File: src/ess_pkg.sv
// Function
// - A sequence byte N with bit 7 clear means copy N+1 register-map bytes.
// - The two bytes after a data instruction form the start address, high byte first.
// - The data instruction byte is stored and the EEPROM pointer advances by one.
// - N+1 map bytes from the start address are stored, then one checksum byte.
// - Reference-input entry resets to instruction 0x07 at address 0x0500.
// - Profile 0/1 entry resets to instruction 0x63 at address 0x0600.
// - Profile 2/3 entry resets to instruction 0x63 at address 0x0680.
// - Sequence byte 0x80 is an I/O update: stored, pointer advances by one.
package ess_pkg;

    // Register indices; the byte address on the bus is four times the index.
    localparam logic [13:0] ESS_IDX_REFIN_INSTR  = 14'h0e1f;
    localparam logic [13:0] ESS_IDX_REFIN_HI     = 14'h0e20;
    localparam logic [13:0] ESS_IDX_REFIN_LO     = 14'h0e21;
    localparam logic [13:0] ESS_IDX_PROF01_INSTR = 14'h0e22;
    localparam logic [13:0] ESS_IDX_PROF01_HI    = 14'h0e23;
    localparam logic [13:0] ESS_IDX_PROF01_LO    = 14'h0e24;
    localparam logic [13:0] ESS_IDX_PROF23_INSTR = 14'h0e25;
    localparam logic [13:0] ESS_IDX_PROF23_HI    = 14'h0e26;
    localparam logic [13:0] ESS_IDX_PROF23_LO    = 14'h0e27;
    localparam logic [13:0] ESS_IDX_CTRL         = 14'h0e30;
    localparam logic [13:0] ESS_IDX_STATUS       = 14'h0e31;
    localparam logic [13:0] ESS_IDX_POINTER      = 14'h0e32;

    // Number of scratch-pad sequence bytes walked by the sequencer.
    localparam logic [3:0] ESS_SEQ_LEN = 4'h9;

    // Reset contents of the sequence bytes, slot 0 in the low byte.
    localparam logic [71:0] ESS_SEQ_RESET = {8'h80, 8'h06, 8'h63,
                                             8'h00, 8'h06, 8'h63,
                                             8'h00, 8'h05, 8'h07};

    // Instruction decoding.
    localparam logic [7:0] ESS_OP_IO_UPDATE = 8'h80;
    localparam int         ESS_OP_KIND_BIT  = 7;

    // Control and status fields.
    localparam int ESS_CTRL_START_BIT  = 0;
    localparam int ESS_STAT_BUSY_BIT   = 0;
    localparam int ESS_STAT_DONE_BIT   = 1;
    localparam int ESS_STAT_BAD_BIT    = 2;
    localparam logic [31:0] ESS_POINTER_RESET = 32'h0000_0000;

    // AXI response codes.
    localparam logic [1:0] ESS_RESP_OKAY   = 2'h0;
    localparam logic [1:0] ESS_RESP_SLVERR = 2'h2;

    // Sequencer states.
    typedef enum logic [2:0] {
        ESS_IDLE    = 3'b000,
        ESS_FETCH   = 3'b001,
        ESS_ADDR_HI = 3'b010,
        ESS_ADDR_LO = 3'b011,
        ESS_RD      = 3'b100,
        ESS_WR      = 3'b101,
        ESS_CSUM    = 3'b110
    } ess_state_t;

endpackage

File: src/ess_sequencer.sv
`timescale 1ns/100ps

module ess_sequencer #(
    parameter int EE_AW = 10
) (
    // Clock and reset.
    input  wire logic                aclk,
    input  wire logic                aresetn,
    // AXI4-Lite write address channel.
    input  wire logic [15:0]         s_axi_awaddr,
    input  wire logic [2:0]          s_axi_awprot,
    input  wire logic                s_axi_awvalid,
    output logic                     s_axi_awready,
    // AXI4-Lite write data channel.
    input  wire logic [31:0]         s_axi_wdata,
    input  wire logic [3:0]          s_axi_wstrb,
    input  wire logic                s_axi_wvalid,
    output logic                     s_axi_wready,
    // AXI4-Lite write response channel.
    output logic [1:0]               s_axi_bresp,
    output logic                     s_axi_bvalid,
    input  wire logic                s_axi_bready,
    // AXI4-Lite read address channel.
    input  wire logic [15:0]         s_axi_araddr,
    input  wire logic [2:0]          s_axi_arprot,
    input  wire logic                s_axi_arvalid,
    output logic                     s_axi_arready,
    // AXI4-Lite read data channel.
    output logic [31:0]              s_axi_rdata,
    output logic [1:0]               s_axi_rresp,
    output logic                     s_axi_rvalid,
    input  wire logic                s_axi_rready,
    // Register-map read port, combinational read of map_addr.
    output logic [15:0]              map_addr,
    input  wire logic [7:0]          map_rdata,
    // EEPROM byte write port.
    output logic [EE_AW-1:0]         ee_addr,
    output logic [7:0]               ee_wdata,
    output logic                     ee_wr
);
    import ess_pkg::*;

    // Sequence slot of a bus address, or 4'hf when it is not a sequence byte.
    function automatic logic [3:0] seq_slot(input logic [15:0] addr);
        logic [13:0] idx;
        idx = addr[15:2];
        if (idx >= ESS_IDX_REFIN_INSTR && idx <= ESS_IDX_PROF23_LO)
            seq_slot = 4'(idx - ESS_IDX_REFIN_INSTR);
        else
            seq_slot = 4'hf;
    endfunction

    // Register state.
    logic [7:0]       seq_q [9];
    logic [EE_AW-1:0] ptr_q;
    logic             done_q;
    logic             bad_q;
    ess_state_t       state_q;
    logic [3:0]       idx_q;
    logic [7:0]       cnt_q;
    logic [7:0]       off_q;
    logic [15:0]      base_q;
    logic [7:0]       sum_q;
    logic [7:0]       cur;
    logic             busy;

    // Bus-side holding registers.
    logic [15:0]      awaddr_q;
    logic [31:0]      wdata_q;
    logic [3:0]       wstrb_q;
    logic             do_wr;
    logic [3:0]       wr_slot;
    logic [13:0]      wr_idx;
    logic             wr_lane0;
    logic             start_req;

    // Byte under the sequencer's cursor; the index is kept below nine wherever it is used.
    assign cur       = (idx_q < ESS_SEQ_LEN) ? seq_q[idx_q] : 8'h00;
    assign busy      = (state_q != ESS_IDLE);
    assign do_wr     = !s_axi_awready && !s_axi_wready && !s_axi_bvalid;
    assign wr_slot   = seq_slot(awaddr_q);
    assign wr_idx    = awaddr_q[15:2];
    assign wr_lane0  = wstrb_q[0];
    assign start_req = do_wr && wr_lane0 && (wr_idx == ESS_IDX_CTRL)
                       && wdata_q[ESS_CTRL_START_BIT] && !busy;

    // Write address and data are caught in either order; the response waits for both.
    always_ff @(posedge aclk)
    begin
        if (!aresetn)
        begin
            s_axi_awready <= 1'b1;
            s_axi_wready  <= 1'b1;
            s_axi_bvalid  <= 1'b0;
            s_axi_bresp   <= ESS_RESP_OKAY;
            awaddr_q      <= 16'h0000;
            wdata_q       <= 32'h0000_0000;
            wstrb_q       <= 4'h0;
        end
        else
        begin
            if (s_axi_awvalid && s_axi_awready)
            begin
                awaddr_q      <= s_axi_awaddr;
                s_axi_awready <= 1'b0;
            end
            if (s_axi_wvalid && s_axi_wready)
            begin
                wdata_q      <= s_axi_wdata;
                wstrb_q      <= s_axi_wstrb;
                s_axi_wready <= 1'b0;
            end
            if (do_wr)
            begin
                s_axi_bvalid <= 1'b1;
                if (wr_slot != 4'hf || wr_idx == ESS_IDX_CTRL || wr_idx == ESS_IDX_STATUS
                    || wr_idx == ESS_IDX_POINTER)
                    s_axi_bresp <= ESS_RESP_OKAY;
                else
                    s_axi_bresp <= ESS_RESP_SLVERR;
            end
            if (s_axi_bvalid && s_axi_bready)
            begin
                s_axi_bvalid  <= 1'b0;
                s_axi_awready <= 1'b1;
                s_axi_wready  <= 1'b1;
            end
        end
    end

    // Read answers one cycle after the address is taken; unmapped reads give zero and an error.
    always_ff @(posedge aclk)
    begin
        if (!aresetn)
        begin
            s_axi_arready <= 1'b1;
            s_axi_rvalid  <= 1'b0;
            s_axi_rdata   <= 32'h0000_0000;
            s_axi_rresp   <= ESS_RESP_OKAY;
        end
        else if (s_axi_arvalid && s_axi_arready)
        begin
            s_axi_arready <= 1'b0;
            s_axi_rvalid  <= 1'b1;
            s_axi_rresp   <= ESS_RESP_OKAY;
            if (seq_slot(s_axi_araddr) != 4'hf)
                s_axi_rdata <= {24'h00_0000, seq_q[seq_slot(s_axi_araddr)]};
            else if (s_axi_araddr[15:2] == ESS_IDX_CTRL)
                s_axi_rdata <= 32'h0000_0000;
            else if (s_axi_araddr[15:2] == ESS_IDX_STATUS)
                s_axi_rdata <= {29'h0000_0000, bad_q, done_q, busy};
            else if (s_axi_araddr[15:2] == ESS_IDX_POINTER)
                s_axi_rdata <= 32'(ptr_q);
            else
            begin
                s_axi_rdata <= 32'h0000_0000;
                s_axi_rresp <= ESS_RESP_SLVERR;
            end
        end
        else if (s_axi_rvalid && s_axi_rready)
        begin
            s_axi_rvalid  <= 1'b0;
            s_axi_arready <= 1'b1;
        end
    end

    // Sequence bytes; software writes are dropped while a save runs so the walk sees a stable list.
    always_ff @(posedge aclk)
    begin
        if (!aresetn)
        begin
            for (int i = 0; i < 9; i++)
                seq_q[i] <= ESS_SEQ_RESET[i*8 +: 8];
        end
        else if (do_wr && wr_lane0 && wr_slot != 4'hf && !busy)
        begin
            seq_q[wr_slot] <= wdata_q[7:0];
        end
    end

    // Sticky done and bad flags; a hardware set in the clearing cycle wins.
    always_ff @(posedge aclk)
    begin
        if (!aresetn)
        begin
            done_q <= 1'b0;
            bad_q  <= 1'b0;
        end
        else
        begin
            if (do_wr && wr_lane0 && wr_idx == ESS_IDX_STATUS && wdata_q[ESS_STAT_DONE_BIT])
                done_q <= 1'b0;
            if (do_wr && wr_lane0 && wr_idx == ESS_IDX_STATUS && wdata_q[ESS_STAT_BAD_BIT])
                bad_q <= 1'b0;
            if (state_q == ESS_FETCH && idx_q >= ESS_SEQ_LEN)
                done_q <= 1'b1;
            if (state_q == ESS_FETCH && idx_q < ESS_SEQ_LEN && cur != ESS_OP_IO_UPDATE
                && (cur[ESS_OP_KIND_BIT] || idx_q + 4'h2 >= ESS_SEQ_LEN))
                bad_q <= 1'b1;
        end
    end

    // EEPROM pointer: software sets the start location while idle, every stored byte advances it.
    always_ff @(posedge aclk)
    begin
        if (!aresetn)
            ptr_q <= EE_AW'(ESS_POINTER_RESET);
        else if (do_wr && wr_lane0 && wr_idx == ESS_IDX_POINTER && !busy)
            ptr_q <= wdata_q[EE_AW-1:0];
        else if (state_q == ESS_FETCH && idx_q < ESS_SEQ_LEN && cur == ESS_OP_IO_UPDATE)
            ptr_q <= ptr_q + 1'b1;
        else if (state_q == ESS_FETCH && idx_q + 4'h2 < ESS_SEQ_LEN && !cur[ESS_OP_KIND_BIT])
            ptr_q <= ptr_q + 1'b1;
        else if (state_q == ESS_ADDR_HI || state_q == ESS_ADDR_LO)
            ptr_q <= ptr_q + 1'b1;
        else if (state_q == ESS_WR || state_q == ESS_CSUM)
            ptr_q <= ptr_q + 1'b1;
    end

    // Walk of the sequence list; a byte of the list needs one cycle, a copied byte two.
    always_ff @(posedge aclk)
    begin
        if (!aresetn)
        begin
            state_q <= ESS_IDLE;
            idx_q   <= 4'h0;
            cnt_q   <= 8'h00;
            off_q   <= 8'h00;
            base_q  <= 16'h0000;
        end
        else
        begin
            case (state_q)
                ESS_IDLE:
                begin
                    idx_q <= 4'h0;
                    if (start_req)
                        state_q <= ESS_FETCH;
                end
                ESS_FETCH:
                begin
                    if (idx_q >= ESS_SEQ_LEN)
                        state_q <= ESS_IDLE;
                    else if (cur == ESS_OP_IO_UPDATE)
                        idx_q <= idx_q + 4'h1;
                    else if (!cur[ESS_OP_KIND_BIT] && idx_q + 4'h2 < ESS_SEQ_LEN)
                    begin
                        // A data instruction must have both address bytes still in the list.
                        cnt_q   <= cur;
                        idx_q   <= idx_q + 4'h1;
                        state_q <= ESS_ADDR_HI;
                    end
                    else
                        state_q <= ESS_IDLE;
                end
                ESS_ADDR_HI:
                begin
                    base_q[15:8] <= cur;
                    idx_q        <= idx_q + 4'h1;
                    state_q      <= ESS_ADDR_LO;
                end
                ESS_ADDR_LO:
                begin
                    base_q[7:0] <= cur;
                    idx_q       <= idx_q + 4'h1;
                    off_q       <= 8'h00;
                    state_q     <= ESS_RD;
                end
                ESS_RD:
                    state_q <= ESS_WR;
                ESS_WR:
                begin
                    off_q <= off_q + 8'h01;
                    if (off_q == cnt_q)
                        state_q <= ESS_CSUM;
                    else
                        state_q <= ESS_RD;
                end
                ESS_CSUM:
                    state_q <= ESS_FETCH;
                default:
                    state_q <= ESS_IDLE;
            endcase
        end
    end

    // Register-map address for the next byte of the block.
    always_ff @(posedge aclk)
    begin
        if (!aresetn)
            map_addr <= 16'h0000;
        else if (state_q == ESS_RD)
            map_addr <= base_q + {8'h00, off_q};
    end

    // Running checksum over the copied bytes of one block.
    always_ff @(posedge aclk)
    begin
        if (!aresetn)
            sum_q <= 8'h00;
        else if (state_q == ESS_ADDR_LO)
            sum_q <= 8'h00;
        else if (state_q == ESS_WR)
            sum_q <= sum_q + map_rdata;
    end

    // EEPROM write strobe, address and data, one byte per strobe.
    always_ff @(posedge aclk)
    begin
        if (!aresetn)
        begin
            ee_wr    <= 1'b0;
            ee_addr  <= {EE_AW{1'b0}};
            ee_wdata <= 8'h00;
        end
        else
        begin
            ee_wr   <= 1'b0;
            ee_addr <= ptr_q;
            case (state_q)
                ESS_FETCH:
                begin
                    if (idx_q < ESS_SEQ_LEN && (cur == ESS_OP_IO_UPDATE
                        || (!cur[ESS_OP_KIND_BIT] && idx_q + 4'h2 < ESS_SEQ_LEN)))
                    begin
                        ee_wr    <= 1'b1;
                        ee_wdata <= cur;
                    end
                end
                ESS_ADDR_HI, ESS_ADDR_LO:
                begin
                    ee_wr    <= 1'b1;
                    ee_wdata <= cur;
                end
                ESS_WR:
                begin
                    ee_wr    <= 1'b1;
                    ee_wdata <= map_rdata;
                end
                ESS_CSUM:
                begin
                    // Stored so that the block plus its checksum adds up to zero.
                    ee_wr    <= 1'b1;
                    ee_wdata <= 8'h00 - sum_q;
                end
                default:
                    ee_wr <= 1'b0;
            endcase
        end
    end

    // Helper count of copied bytes in the current block, read only by the checks below.
    logic [8:0] blk_n_q;
    always_ff @(posedge aclk)
    begin
        if (!aresetn)
            blk_n_q <= 9'h000;
        else if (state_q == ESS_ADDR_LO)
            blk_n_q <= 9'h000;
        else if (state_q == ESS_WR)
            blk_n_q <= blk_n_q + 9'h001;
    end
endmodule // ess_sequencer

File: config.mk
export PLATFORM = sky130hd
export DESIGN_NAME = ess_sequencer
export DESIGN_NICKNAME = d
export VERILOG_FILES = /design/src/ess_pkg.sv /design/src/ess_sequencer.sv
export SDC_FILE = /design/constraint.sdc
export NUM_CORES = 1
export LEC_CHECK = 0
export ABC_AREA = 1
export BUFFER_PORTS_ARGS = -buffer_cell sky130_fd_sc_hd__buf_2
export CORE_MARGIN = 4
export CORE_UTILIZATION = 54
export DETAILED_ROUTE_END_ITERATION = 10
export MAX_ROUTING_LAYER = met4
export PLACE_DENSITY = 0.77
export RECOVER_POWER = 25
export SLEW_MARGIN = 20
export SYNTH_ARGS = -nofsm -noshare
export SYNTH_HDL_FRONTEND = slang
export SYNTH_SLANG_ARGS = --single-unit
File: constraint.sdc
create_clock -name aclk -period 2.2 [get_ports aclk]
set_input_delay 0.66 -clock aclk [delete_from_list [all_inputs] [get_ports aclk]]
set_output_delay 0.66 -clock aclk [all_outputs]
set_load 0.005 [all_outputs]
==> impl_metrics.ini <==
[final_layout]
instances_no_fill = 2566
drive_gt1_share_pct = 22.7
layout_common_cells = nand2_1 (400), inv_1 (259), nand3_1 (220)
nets = 2325
fin_util_pct = 69.5
mostFrequentLayoutCell = nand2_1
areaGrowthSynthToFinish_pct = 26.9
num_antenna_cells = 0

[timing]
rsz0062_at_grt = true
fin_skew_ns = 0.00833
finalSetupViolations = 13
max-slew-margin-rel_pct = 18.1
hold_viol_final = 0
fmax_mhz = 446
period_needed_ns = 2.24
tightest_slew_ns = 1.23
maxSlewViolCount = 0
finalCritPeriodShare_pct = 102
holdWs_ns = 0.300
fin_ws_ns = -0.0426

[cts]
clk_latency_ns = 0.56
cts_tree = built
cts_max_level = 1
cts_sinks = 268
path_clk_slew_ns = 0.06
numCtsBuffers = 29
cts-hold-fix-buffers = 0
cts_root_buffer = clkbuf_16
cts_buffer_depth = 3

[floorplanning]
die_w_um = 173
start_util_pct = 54.8
rows = 60
dieArea_um2 = 30000
core_um2 = 27000
io_pins = 165
die_y_um = 173

[power]
leakage_uw = 0.00873
power.density_nw_per_um2 = 607
total_power_uw = 11400
ir_drop_v = 0.000654

[worst_setup_path]
slowest_delay_ns = 0.44
cp_num_buf_inv = 4
crit_family = simple AND/OR/NAND/NOR gates
crit_top_cell = nand2_2
worstRegToRegCells = 18
r2r_end = ee_wdata[5]
crit_end = ee_wdata[5]
crit_path_max_fanout = 7
r2r_slack_ns = -0.04
path_depth = 18
startpoint_type = flop
end_kind = flop
critPathKind = reg2reg
critical-path-slowest-cell = dfxtp_4
required_ns = 2.65
arrival_ns = 2.69
cp_cell_sequence = buf_12 -> buf_4 -> buf_6 -> nand2_1 -> nand3_1 -> nand3_2 -> nand3_1 -> nand2_2 -> nand2_2 -> nand2_2 -> nor2_4 -> nand2_4 -> nand2_4 -> nand2_8 -> nand2_8 -> inv_6 -> nor2_2 -> nor2_1

[drt]
drt-wirelength-per-cell_um = 18.2
drc = 0
vias = 14600
drtIter0Drc = 1878
routed_wl_mm = 46.8
drtAntennaViolNets = 0
dr.pass1.iters = 6
vias_per_cell = 5.70

[placement]
dpl.cell_count = 2482
io_buffers = 105
place.gp.congestion = 1.00
hpwlAfterDp_mm = 31.5

[flow_run]
drv_cap = 0

[logic_synthesis]
ys_async_sr_fraction_pct = 0
yosys_register_bits = 268
synthCells = 1957
netlist_area_um2 = 14800
synth_flop_cell = dfxtp_1
synth-warning-count = 0
ys_seq_area_share_pct = 45.0
synth_edf_count = 128
syn_area_per_cell_um2 = 7.54
synth.distinct_cells = 54

[global_route]
antenna_found_initial = 0
gr-usage-all-layers_pct = 29.3
grt_pass1_vias = 13500
grt_max_degree = 93
grt_pass1_wl_mm = 69.7
gr-total-overflow = 0

[outcome]
violations = setup timing
run_status = finished, violations left

[worst_hold_path]
hold_path_class = in2reg
-- through the flow --
stage / worst slack (ns) / instance area (um^2) / TNS, ns
6_report: -0.0426 / 18700 / -0.225
5_1_grt: -0.144 / 18700 / -6.15
4_1_cts: -0.0399 / 17900 / -0.208
3_5_place_dp: -0.402 / 16700 / -10.31
3_3_place_gp: -0.366 / 16700 / -5.38
2_1_floorplan: -0.0882 / 14900 / -0.432
-- layout make-up --
cell class	instances	area [um^2]
Multi-Input combinational cell	1338	7170
Sequential cell	268	6660
Inverter	279	1070
Clock buffer	42	917
Timing Repair Buffer	286	2370
Fill cell	2008	8220
Clock inverter	12	118
Tap cell	341	427
-- kinds of logic after synthesis --
family,Yosys count,synth area share [%]
AND/OR/NAND/NOR,989,29.4
other,1,0.0254
AO/OA/AOI/OAI,249,9.35
buffers and inverters,383,11.2
flip-flops,268,45.0
adder cells (fa/ha/maj),34,2.98
XOR/XNOR,33,1.96
-- flip-flops by register name (all words and copies together) (netlist names), 10 cells and up, named ones only --
name and cells:
ee_addr 10, base_q 16, map_addr 16, ptr_q 10
wdata_q 10, awaddr_q 14, seq_q 128, s_axi_rdata 10
-- cells in the mapped netlist (8+ instances only) --
| library cell | n | area share (%) |
|---|---|---|
| o21ai_1 | 10 | 0.34 |
| buf_2 | 26 | 0.88 |
| inv_1 | 264 | 6.7 |
| a21oi_1 | 84 | 2.8 |
| nor2_1 | 249 | 6.3 |
| nand4_1 | 14 | 0.59 |
| edfxtp_1 | 128 | 26 |
| o211ai_1 | 16 | 0.81 |
| buf_1 | 8 | 0.20 |
| clkbuf_1 | 33 | 0.84 |
| buf_4 | 26 | 1.3 |
| nand2_1 | 422 | 11 |
| inv_2 | 11 | 0.28 |
| nor3_1 | 10 | 0.34 |
| dfxtp_1 | 140 | 19 |
| nand2_2 | 13 | 0.55 |
| buf_6 | 10 | 0.76 |
| o21ai_0 | 108 | 3.7 |
| ha_1 | 32 | 2.7 |
| xor2_1 | 29 | 1.7 |
| nand3_1 | 243 | 8.2 |
-- timing repair --
item,CTS,global route
endpoints found under the hold margin,0,0
pin swaps,4,42
gates cloned,3,8
buffers inserted,4,18
endpoints found under the setup margin,102,230
resized for setup,22,153
-- worst min path at each step --
stage / endpoint / cells after the start / slack (ns) / from
5_1_grt: s_axi_rvalid / 2 / 0.32 / s_axi_rready
3_5_place_dp: s_axi_rdata[7] / 2 / 0.44 / s_axi_rdata[7]
2_1_floorplan: ee_addr[5] / 2 / 0.42 / ptr_q[5]
3_3_place_gp: s_axi_rresp[1] / 2 / 0.43 / s_axi_rresp[1]
6_report: s_axi_rvalid / 2 / 0.30 / s_axi_rready
4_1_cts: s_axi_rvalid / 2 / 0.29 / s_axi_rready
-- report_power, final --
group	switching [uW]	total [uW]	internal, uW
Sequential	102	5440	5340
Combinational	498	757	259
Clock	2050	5170	3120
-- routing by layer --
metal,part of all wire (%),wire [um],track usage (%),up-vias
li1,-,-,-,6770
met1,38,17900,39.3,6720
met2,44,20800,44.3,959
met3,13,5960,6.00,178
met4,4.5,2120,10.4,0
met5,0,0,-,-
(Power assumes the default switching activity.)
